[src/rtl/fos_consts.svh]
// constants of the forced output stop block: word indexes, masks, field positions
// assumes: included by bare name into files that use the package fos_pkg
//
// Notes on behaviour
// - bit 15 lets the external interrupt input start stop function 2
// - bits 14..12 enable comparators 2..0 as stop function 2 sources
// - bits 6..4 enable comparators 2..0 as stop function 1 sources
// - mode bit 8 clear: function 2 releases at the next counter period
// - mode bit 8 set: release at first period after trigger's reverse edge
// - clear field 00: release write clears function 1 at once
// - clear field 01: release write ignored while trigger active, else immediate
// - clear field 10: release write clears function 1 at next period
// - clear field 11: ignored while trigger active, else clears at next period
// - output field picks forced levels for function 1 and function 2
// - count enable low holds stop 2 and a deferred stop 1 (clear field 1x) until counting resumes
// - two control registers, reset 0000, readable and writable
`ifndef FOS_CONSTS_SVH
`define FOS_CONSTS_SVH

// -----------------------------------------------------------------
// register word indexes (byte address is four times the index)
// -----------------------------------------------------------------
`define FOS_IDX_CTL0    20'hf_0630
`define FOS_IDX_CTL1    20'hf_0632
`define FOS_IDX_RELEASE 20'hf_0634
`define FOS_IDX_STATUS  20'hf_0636
`define FOS_IDX_W       20

// -----------------------------------------------------------------
// values and masks
// -----------------------------------------------------------------
`define FOS_CTL_RESET   16'h0000
`define FOS_CTL_WMASK   16'hf17f
`define FOS_ADDR_MIN    22
`define FOS_CLR_NONE    2'b00
`define FOS_CLR_GATED   2'b01

`endif

[src/rtl/fos_pkg.sv]
// types shared by the forced output stop block
// assumes: nothing beyond a SystemVerilog compiler
package fos_pkg;

  // one control register, msb first
  typedef struct packed {
    logic       irq_en;
    logic [2:0] src2;
    logic [2:0] rsv_hi;
    logic       mode2;
    logic       rsv_lo;
    logic [2:0] src1;
    logic [1:0] clr1;
    logic [1:0] lvl;
  } ctl_type;

  // trigger inputs seen by one channel
  typedef struct packed {
    logic       irq;
    logic [2:0] cmp;
  } trig_in_type;

  typedef struct packed {
    logic stop1;
    logic stop2;
  } stop_state_type;

endpackage

[src/rtl/pwm_forced_output_stop.sv]
// forced output stop control for a two-output pwm timer, avalon-mm slave
// assumes: comparators, interrupt input and counter period pulse are on clk_sys
//
// Register access over Avalon-MM is this design's own decision.
`timescale 1ns/1ns
`include "fos_consts.svh"

module pwm_forced_output_stop
  import fos_pkg::*;
#(
  parameter int ADDR_W = 22
)
(
  input  wire logic               clk_sys,
  input  wire logic               sys_rst,
  input  wire logic [ADDR_W-1:0]  address,
  input  wire logic               read,
  input  wire logic               write,
  input  wire logic [31:0]        writedata,
  input  wire logic [3:0]         byteenable,
  output logic [31:0]             readdata,
  output logic                    waitrequest,
  input  wire logic               comparator_zero,
  input  wire logic               comparator_one,
  input  wire logic               comparator_two,
  input  wire logic               external_irq_input,
  input  wire logic               timer_count_enable,
  input  wire logic               counter_period,
  input  wire logic [1:0]         pwm_in,
  output logic [1:0]              pwm_out,
  output logic [1:0]              pwm_oe
);

  // -----------------------------------------------------------------
  // parameter check
  // -----------------------------------------------------------------
  if (ADDR_W < `FOS_ADDR_MIN) begin : g_bad_addr
    $error("address too narrow for the register map");
  end

  typedef struct packed {
    ctl_type [1:0] ctl;
    logic          waitrequest;
    logic [31:0]   readdata;
    logic [1:0]    pwm_out;
    logic [1:0]    pwm_oe;
  } top_state_type;

  top_state_type         st;
  top_state_type         next_st;
  trig_in_type           trig;
  stop_state_type [1:0]  stop;
  logic [1:0]            release_wr;
  logic [`FOS_IDX_W-1:0] idx;
  logic                  wr_fire;
  logic                  rd_take;

  // word index of a byte address
  function automatic logic [`FOS_IDX_W-1:0] word_index(input logic [ADDR_W-1:0] a);
    return `FOS_IDX_W'(a >> 2);
  endfunction

  // lane-merged write of a 16-bit control word, reserved bits kept zero
  function automatic ctl_type ctl_merge(input ctl_type old, input logic [31:0] d,
                                        input logic [3:0] be);
    logic [15:0] v;
    v = old;
    if (be[0]) begin
      v[7:0] = d[7:0];
    end
    if (be[1]) begin
      v[15:8] = d[15:8];
    end
    return ctl_type'(v & `FOS_CTL_WMASK);
  endfunction

  // -----------------------------------------------------------------
  // bus decode
  // -----------------------------------------------------------------
  always_comb begin
    idx = word_index(address);
    // a write lands at the edge where waitrequest is seen low
    wr_fire = write & ~st.waitrequest;
    rd_take = read & st.waitrequest;
    trig.irq = external_irq_input;
    trig.cmp = {comparator_two, comparator_one, comparator_zero};
    release_wr = 2'b00;
    if (wr_fire && idx == `FOS_IDX_RELEASE && byteenable[0]) begin
      release_wr = writedata[1:0];
    end
  end

  // -----------------------------------------------------------------
  // stop channels, one per control register
  // -----------------------------------------------------------------
  for (genvar p = 0; p < 2; p++) begin : g_chan
    stop_channel u_chan (
      .clk_sys    (clk_sys),
      .sys_rst    (sys_rst),
      .ctl        (st.ctl[p]),
      .trig       (trig),
      .period     (counter_period),
      .count_en   (timer_count_enable),
      .release_wr (release_wr[p]),
      .stop       (stop[p])
    );
  end

  // -----------------------------------------------------------------
  // next state
  // -----------------------------------------------------------------
  always_comb begin
    next_st = st;
    // one wait state: answer on the cycle after the request appears
    next_st.waitrequest = ~((read | write) & st.waitrequest);
    if (rd_take) begin
      unique case (idx)
        `FOS_IDX_CTL0: begin
          next_st.readdata = {16'h0000, st.ctl[0]};
        end
        `FOS_IDX_CTL1: begin
          next_st.readdata = {16'h0000, st.ctl[1]};
        end
        `FOS_IDX_STATUS: begin
          next_st.readdata = {28'h000_0000, stop[1], stop[0]};
        end
        default: begin
          next_st.readdata = 32'h0000_0000;
        end
      endcase
    end
    if (wr_fire) begin
      if (idx == `FOS_IDX_CTL0) begin
        next_st.ctl[0] = ctl_merge(st.ctl[0], writedata, byteenable);
      end
      if (idx == `FOS_IDX_CTL1) begin
        next_st.ctl[1] = ctl_merge(st.ctl[1], writedata, byteenable);
      end
    end
    // output forcing; stop 1 outranks stop 2 when both are active
    for (int p = 0; p < 2; p++) begin
      if (stop[p].stop1) begin
        next_st.pwm_oe[p]  = st.ctl[p].lvl[1];
        next_st.pwm_out[p] = st.ctl[p].lvl[0] & st.ctl[p].lvl[1];
      end else if (stop[p].stop2) begin
        next_st.pwm_oe[p]  = 1'b1;
        next_st.pwm_out[p] = st.ctl[p].lvl[0];
      end else begin
        next_st.pwm_oe[p]  = 1'b1;
        next_st.pwm_out[p] = pwm_in[p];
      end
    end
  end

  always_ff @(posedge clk_sys) begin
    if (sys_rst) begin
      st.ctl         <= {`FOS_CTL_RESET, `FOS_CTL_RESET};
      st.waitrequest <= 1'b1;
      st.readdata    <= 32'h0000_0000;
      st.pwm_out     <= 2'b00;
      st.pwm_oe      <= 2'b00;
    end else begin
      st <= next_st;
    end
  end

  assign readdata    = st.readdata;
  assign waitrequest = st.waitrequest;
  assign pwm_out     = st.pwm_out;
  assign pwm_oe      = st.pwm_oe;
endmodule

[src/rtl/stop_channel.sv]
// one forced output stop channel: trigger select, engage and release
// assumes: all inputs synchronous to clk_sys, period is a one-cycle pulse
`timescale 1ns/1ns
`include "fos_consts.svh"

module stop_channel
  import fos_pkg::*;
(
  input  wire logic           clk_sys,
  input  wire logic           sys_rst,
  input  wire ctl_type        ctl,
  input  wire trig_in_type    trig,
  input  wire logic           period,
  input  wire logic           count_en,
  input  wire logic           release_wr,
  output stop_state_type      stop
);

  typedef struct packed {
    logic stop1;
    logic stop2;
    logic trig1_d;
    logic trig2_d;
    logic rev_seen;
    logic rel_pend;
  } chan_state_type;

  chan_state_type st;
  chan_state_type next_st;
  logic           trig1;
  logic           trig2;
  logic           rise1;
  logic           rise2;
  logic           period_ok;
  logic           accept;
  logic           clear1;
  logic           clear2;

  // -----------------------------------------------------------------
  // trigger select and edges
  // -----------------------------------------------------------------
  always_comb begin
    trig1 = |(ctl.src1 & trig.cmp);
    trig2 = (|(ctl.src2 & trig.cmp)) | (ctl.irq_en & trig.irq);
    rise1 = trig1 & ~st.trig1_d;
    rise2 = trig2 & ~st.trig2_d;
    // a stopped counter gives no period, so a release at a period waits for restart
    period_ok = period & count_en;
    accept = release_wr & st.stop1 & ~(ctl.clr1[0] & trig1);
    clear1 = ctl.clr1[1] ? (st.rel_pend & period_ok)
                         : accept;
    clear2 = period_ok & (~ctl.mode2 | st.rev_seen);
  end

  // -----------------------------------------------------------------
  // next state; an engage in the release cycle wins
  // -----------------------------------------------------------------
  always_comb begin
    next_st = st;
    next_st.trig1_d = trig1;
    next_st.trig2_d = trig2;
    next_st.stop1 = rise1 | (st.stop1 & ~clear1);
    next_st.stop2 = rise2 | (st.stop2 & ~clear2);
    if (rise1 | clear1) begin
      next_st.rel_pend = 1'b0;
    end else if (accept & ctl.clr1[1]) begin
      next_st.rel_pend = 1'b1;
    end
    if (rise2 | clear2) begin
      next_st.rev_seen = 1'b0;
    end else if (st.stop2 & st.trig2_d & ~trig2) begin
      next_st.rev_seen = 1'b1;
    end
  end

  always_ff @(posedge clk_sys) begin
    if (sys_rst) begin
      st <= '0;
    end else begin
      st <= next_st;
    end
  end

  assign stop.stop1 = st.stop1;
  assign stop.stop2 = st.stop2;
endmodule

[config.mk]
export PLATFORM = sky130hd
export DESIGN_NAME = pwm_forced_output_stop
export DESIGN_NICKNAME = d
export VERILOG_FILES = /design/src/rtl/fos_pkg.sv /design/src/rtl/pwm_forced_output_stop.sv /design/src/rtl/stop_channel.sv
export VERILOG_INCLUDE_DIRS = /design/src /design/src/rtl
export SDC_FILE = /design/constraint.sdc
export NUM_CORES = 1
export LEC_CHECK = 0
export BUFFER_PORTS_ARGS = -buffer_cell sky130_fd_sc_hd__buf_4
export CAP_MARGIN = 25
export CORE_ASPECT_RATIO = 1.2
export CORE_MARGIN = 5
export CORE_UTILIZATION = 48
export CTS_CLUSTER_SIZE = 24
export DETAILED_ROUTE_END_ITERATION = 12
export GPL_TIMING_DRIVEN = 0
export HOLD_SLACK_MARGIN = 0.08
export PLACE_DENSITY = 0.85
export SYNTH_ARGS = -nofsm -noshare
export SYNTH_HDL_FRONTEND = slang
export SYNTH_HIERARCHICAL = 1
export SYNTH_SLANG_ARGS = --single-unit
[constraint.sdc]
create_clock -name clk_sys -period 2.2 [get_ports clk_sys]
set_input_delay 0.55 -clock clk_sys [delete_from_list [all_inputs] [get_ports clk_sys]]
set_output_delay 0.55 -clock clk_sys [all_outputs]
set_load 0.01 [all_outputs]
# Word level (Yosys, flattened, before mapping)

Index checks and enable logic that the tools add are counted.

Add/sub/neg operators: 0
$mul: 0
Divide/modulo/power cells: 0
Order comparisons: 0
Equality and inequality tests: 4
Shift-type cells: 0
Muxes and demuxes: 10
Bitwise operators: 65
Reduce and logical (&&, ||, !) cells: 14

Operators by type and width:

| kind                                   | count |
|---|---|
| == test 20 bit (second input constant) | 4 |
| one-hot mux 16 bit (3 select lines)    | 1 |
| AND 1 bit                              | 32 |
| inverter 1 bit                         | 16 |
| bitwise OR 1 bit                       | 13 |
| AND 3 bit                              | 4 |
| AND reduction 3 bit                    | 4 |
| OR reduction 3 bit                     | 4 |
| 2-to-1 mux 1 bit                       | 8 |
| OR reduction 2 bit                     | 4 |
| logical AND 1 bit                      | 2 |
| 2-to-1 mux 2 bit                       | 1 |

Bits in registers: 73
Bits in latches: 0
Bits in writable memories: 0
Memory bits (read-only): 0
Input bits: 70
Logic and storage cells: 121
Memories kept: 0

# Depth between registers and ports, before layout

Word-level depth: 11
Gate-level depth with buffers: 7
Gate-level depth less buffers: 7

# Modules after synthesis

Netlist, hierarchy kept.

Modules (own cells, without submodules):

| module                 | instances | cells each | area each (um^2) |
|---|---|---|---|
| pwm_forced_output_stop | 1         | 248        | 2105.8 |
| stop_channel           | 2         | 29         | 272.8 |

# Worst setup path before layout

No wires, ideal clock.

Path kind: input-to-reg
Start: in address[9]
End: reg g_chan[1].u_chan.st, in the netlist g_chan[1].u_chan/stop[1]
Library setup time: 0.136 ns
Arrival time: 1.850 ns
Required time: 2.064 ns
Slack: 0.213 ns
Cell stages on the path: 7
Buffers on the path: 0
Cells stage by stage: and4bb_2 > nand4_1 > nor4b_1 > and2_1 > o21ai_0 > o211ai_1 > o31ai_1

Longest elaborated chain between the ends: 10

Ends and longest elaborated chain:

| element                     | line                         | source |
|---|---|---|
| start, declared             | pwm_forced_output_stop.sv:16 | `input wire logic [ADDR_W-1:0] address,` |
| == test 20 bit (no line)    | n/a                          |  |
| logical AND 1 bit (no line) | n/a                          |  |
| logical AND 1 bit           | pwm_forced_output_stop.sv:88 | `` if (wr_fire && idx == `FOS_IDX_RELEASE && byteenable[0]) begin `` |
| 2-to-1 mux 2 bit            | pwm_forced_output_stop.sv:88 |  |
| net release_wr[1]           | pwm_forced_output_stop.sv:53 | `logic [1:0] release_wr;` |
| AND 1 bit (2 in a row)      | stop_channel.sv:49           | `accept = release_wr & st.stop1 & ~(ctl.clr1[0] & trig1);` |
| 2-to-1 mux 1 bit            | stop_channel.sv:50           | `clear1 = ctl.clr1[1] ? (st.rel_pend & period_ok)` |
| inverter 1 bit              | stop_channel.sv:62           | `next_st.stop1 = rise1 \| (st.stop1 & ~clear1);` |
| AND 1 bit                   | stop_channel.sv:62           |  |
| bitwise OR 1 bit            | stop_channel.sv:62           |  |
| end signal, assigned        | stop_channel.sv:80           | `st <= next_st;` |
| end, declared               | stop_channel.sv:28           | `chan_state_type st;` |

The timed path passes the listed nets, and every way through them passes these cells.
A chain may end at the register's enable or synchronous reset.

# Final worst setup path

Ends and elaborated chain as after synthesis.

==> out/metrics.csv <==
stage;metric;value;unit
hold_path;Hold WC Path Type;in -> reg;
run_status;failing checks;design-rule violations;
global_routing;Most Crowded Layer GR;met2;
global_routing;initial antenna violation count;0;
drt;post-DR wirelength/cell;15.5;µm
place;dpl hpwl;5330;µm
sta;final number of setup-violating endpoints;0;
finish;antenna diode count;0;
critical_path;Critical Path Start Type;input pin;
global_routing;met3 GRT Util;0.0446;
critical_path;R2R cell count;4;
critical_path;Worst R2R End;g_chan[1].u_chan/stop[1];
cts;clk_lat worst skew;310;ps
power;P_leak;0.00138;µW
flow_run;Max Cap Violations;0;
critical_path;Critical Path End;g_chan[1].u_chan/stop[1];
finish;post-route insts no fill;455;
yosys;Seq cells post-synth;53;
sta;RSZ-0062 raised after global routing;false;
yosys;largest area contributor in the netlist;dfxtp_1;
sta;Final Hold Vio Count;0;
drt;DR DRC count;1;
yosys;top-count cell post-synth;dfxtp_1;
yosys;synth cell count leaders;dfxtp_1, buf_4, o21ai_0;
critical_path;crit end category;flip-flop;
finish;Area growth syn-to-layout;27.2;%
cts;buffers from clock root to sink, at most;2;
critical_path;Data required, critical path;2370;ps
global_routing;largest net degree at the start of global routing;16;
cts;CTS tree;done;
yosys;Synth Warn #;6;
critical_path;flop2flop setup slack;410;ps
place;PortBufs;60;
finish;Layout fillers;482;
critical_path;maximum fanout along the worst path;6;
critical_path;critical path arrival;2260;ps
drt;DR vias;2549;
sta;Fmax;0.480;GHz
drt;Vias per Instance;5.60;
critical_path;CP Depth;8;
global_routing;Total Routing Usage GR;0.196;
finish;final design utilization;0.632;
finish;layout cells sized above 1;0.344;
place;dpl cells;447;
power;Peak VDD IR;0.263;mV
critical_path;crit-path cells;buf_4 -> and4bb_2 -> nand4_1 -> nor4b_2 -> and2_1 -> o21ai_0 -> o211ai_1 -> o31ai_1;
drt;Iter 0 DRT Violations;253;
cts;clock-pin slew on the worst setup and hold paths;90;ps
floorplan;die width;77.8;µm
critical_path;critical path's slowest cell;nor4b_2;
critical_path;CP top delay family;simple AND/OR/NAND/NOR gates;
yosys;mapped cell area;0.00265;mm²
sta;Least-Margin Pin Slew;967;ps
floorplan;initial cell density of the core;0.497;
yosys;Seq/Total Area, Yosys;0.400;
floorplan;Die Ht;91.4;µm
yosys;ys flop type;dfxtp_1;
global_routing;M2 GR Usage;0.338;
floorplan;# rows;29;
finish;nets;462;
sta;Max-slew headroom;0.356;
floorplan;# IOs;107;
cts;CTS Root Cell;clkbuf_8;
floorplan;core footprint;0.00533;mm²
global_routing;number of global-route vias before repair;2432;
cts;CTS buffer count;5;
critical_path;crit-path max cell delay;390;ps
yosys;Synth async-reset ratio;0;
drt;number of detailed-route iterations in the first pass;10;
place;Placer Congestion;0.870;
critical_path;Critical Path Start;address[9];
yosys;synth unique cells;39;
floorplan;full die area;0.00712;mm²
run_status;status;finished with violations;
sta;clk_skew;9.68;ps
yosys;top cell type's share of synthesized area;0.400;
drt;Detailed Route WL;7030;µm
yosys;Synth Instances;306;
critical_path;Reg2Reg Launch Point;st[57];
sta;max-slew violations;0;
critical_path;CP bufs+invs;1;
global_routing;first-pass GRT wire length;11400;µm
yosys;synth top area cells;dfxtp_1, buf_4, o21ai_0;
power;total chip power;1840;µW
yosys;Post-synth EDFFs;0;
cts;H-tree depth;2;
yosys;mean post-synth cell area;8.66;µm²
global_routing;total gr overflow;0;
global_routing;M1 GR Usage;0.231;
critical_path;Setup CP Type;in -> reg;
drt;Post-DRT Antenna Nets;0;
sta;crit share post-route;0.947;
sta;min Tclk post-route;2080;ps
cts;clock sinks;53;
power;power density cells;544;mW/mm²
cts;cts hold-fix bufs;0;
## metrics by stage
step	setup slack [ps]	hold slack, ps	setup TNS, ps	area (µm²)
detailed placement	-245	438	-811	3250
global placement	-234	428	-775	3250
global route	6.80	441	0	3370
CTS	80.0	442	0	3370
finish	116	444	0	3370
floorplan	213	416	0	2720
## worst reg2reg max path, delay by kind of cell (launching register included)
family / cells / cell delay, ps
DFF: 1 / 330
AOI/OAI and AO/OA: 4 / 1320
## worst min-delay path by stage
stage / from / to / slack, ps / cells past startpoint
final: write / waitrequest / 440 / 2
after global routing: write / waitrequest / 440 / 2
after CTS: g_chan[1].u_chan/st[3] / g_chan[1].u_chan/stop[1] / 440 / 1
after detailed placement: g_chan[1].u_chan/st[3] / g_chan[1].u_chan/stop[1] / 440 / 1
after global placement: g_chan[1].u_chan/st[3] / g_chan[1].u_chan/stop[1] / 430 / 1
after floorplan: g_chan[0].u_chan/st[3] / g_chan[0].u_chan/stop[1] / 420 / 1
## cells by family after synthesis
| group | after synthesis | share of synthesized area |
|---|---|---|
| buffers and inverters | 62 | 0.149 |
| other | 1 | 0.00141 |
| DFF | 53 | 0.400 |
| AOI/OAI and AO/OA | 99 | 0.228 |
| muxes | 13 | 0.0505 |
| and+or+nand+nor | 78 | 0.171 |
## layout make-up
class	instances	area, µm²	share of cell area
clock inverters	1	30.0	0.00890
plain buffers	56	372	0.110
clock buffers	7	86.3	0.0256
well taps	62	77.6	0.0230
multi-input cells	210	1270	0.378
repair buffers	60	450	0.134
inverters	6	22.5	0.00668
flip-flops and latches	53	1060	0.315
## metal layers
layer  vias to the layer above  share of wire
li1                       1216              -
met1                      1152           0.37
met2                       152           0.50
met3                        29          0.097
met4                         0          0.039
met5                         -              0
## cells in the final DEF, fill, tap and decap left out, drive strengths merged
master | synthesis | routed
bufinv | 0 | 1
and2 | 2 | 2
nand3 | 28 | 28
a22oi | 4 | 4
o211ai | 4 | 4
nor4b | 2 | 2
or4 | 1 | 1
o32ai | 2 | 2
o21ai | 46 | 46
a22o | 2 | 2
mux2i | 10 | 10
clkbuf | 11 | 18
or3 | 1 | 1
nand2 | 17 | 17
mux2 | 3 | 3
a41oi | 2 | 2
nor2 | 9 | 9
dfxtp | 53 | 53
nor4 | 1 | 1
o31ai | 2 | 2
and4 | 5 | 5
and4bb | 1 | 1
nand2b | 3 | 3
a21boi | 2 | 2
conb | 1 | 20
buf | 45 | 105
a222oi | 2 | 2
nand4 | 4 | 4
nor2b | 4 | 4
a21oi | 29 | 29
a31o | 2 | 2
inv | 6 | 6
a221oi | 2 | 2
## where the power goes
group | leakage (µW) | internal [µW] | switching, µW
clock network | 0.0000585 | 371 | 305
logic | 0.000896 | 102 | 90.8
registers | 0.000428 | 964 | 2.35
## registers in the layout, indices dropped and copies added (netlist names)
| signal | cells |
|---|---|
| st | 24 |
| readdata | 12 |
| g_chan.u_chan/st | 8 |
| g_chan.u_chan/stop | 4 |
| pwm_oe | 2 |
| pwm_out | 2 |
| waitrequest | 1 |
## what timing repair did
| item | CTS | global route |
|---|---|---|
| setup buffers | 0 | 0 |
| endpoints found under the setup margin | 0 | 3 |
| resized for setup | 0 | 1 |
Note: power is estimated with default switching activity, not from simulation.
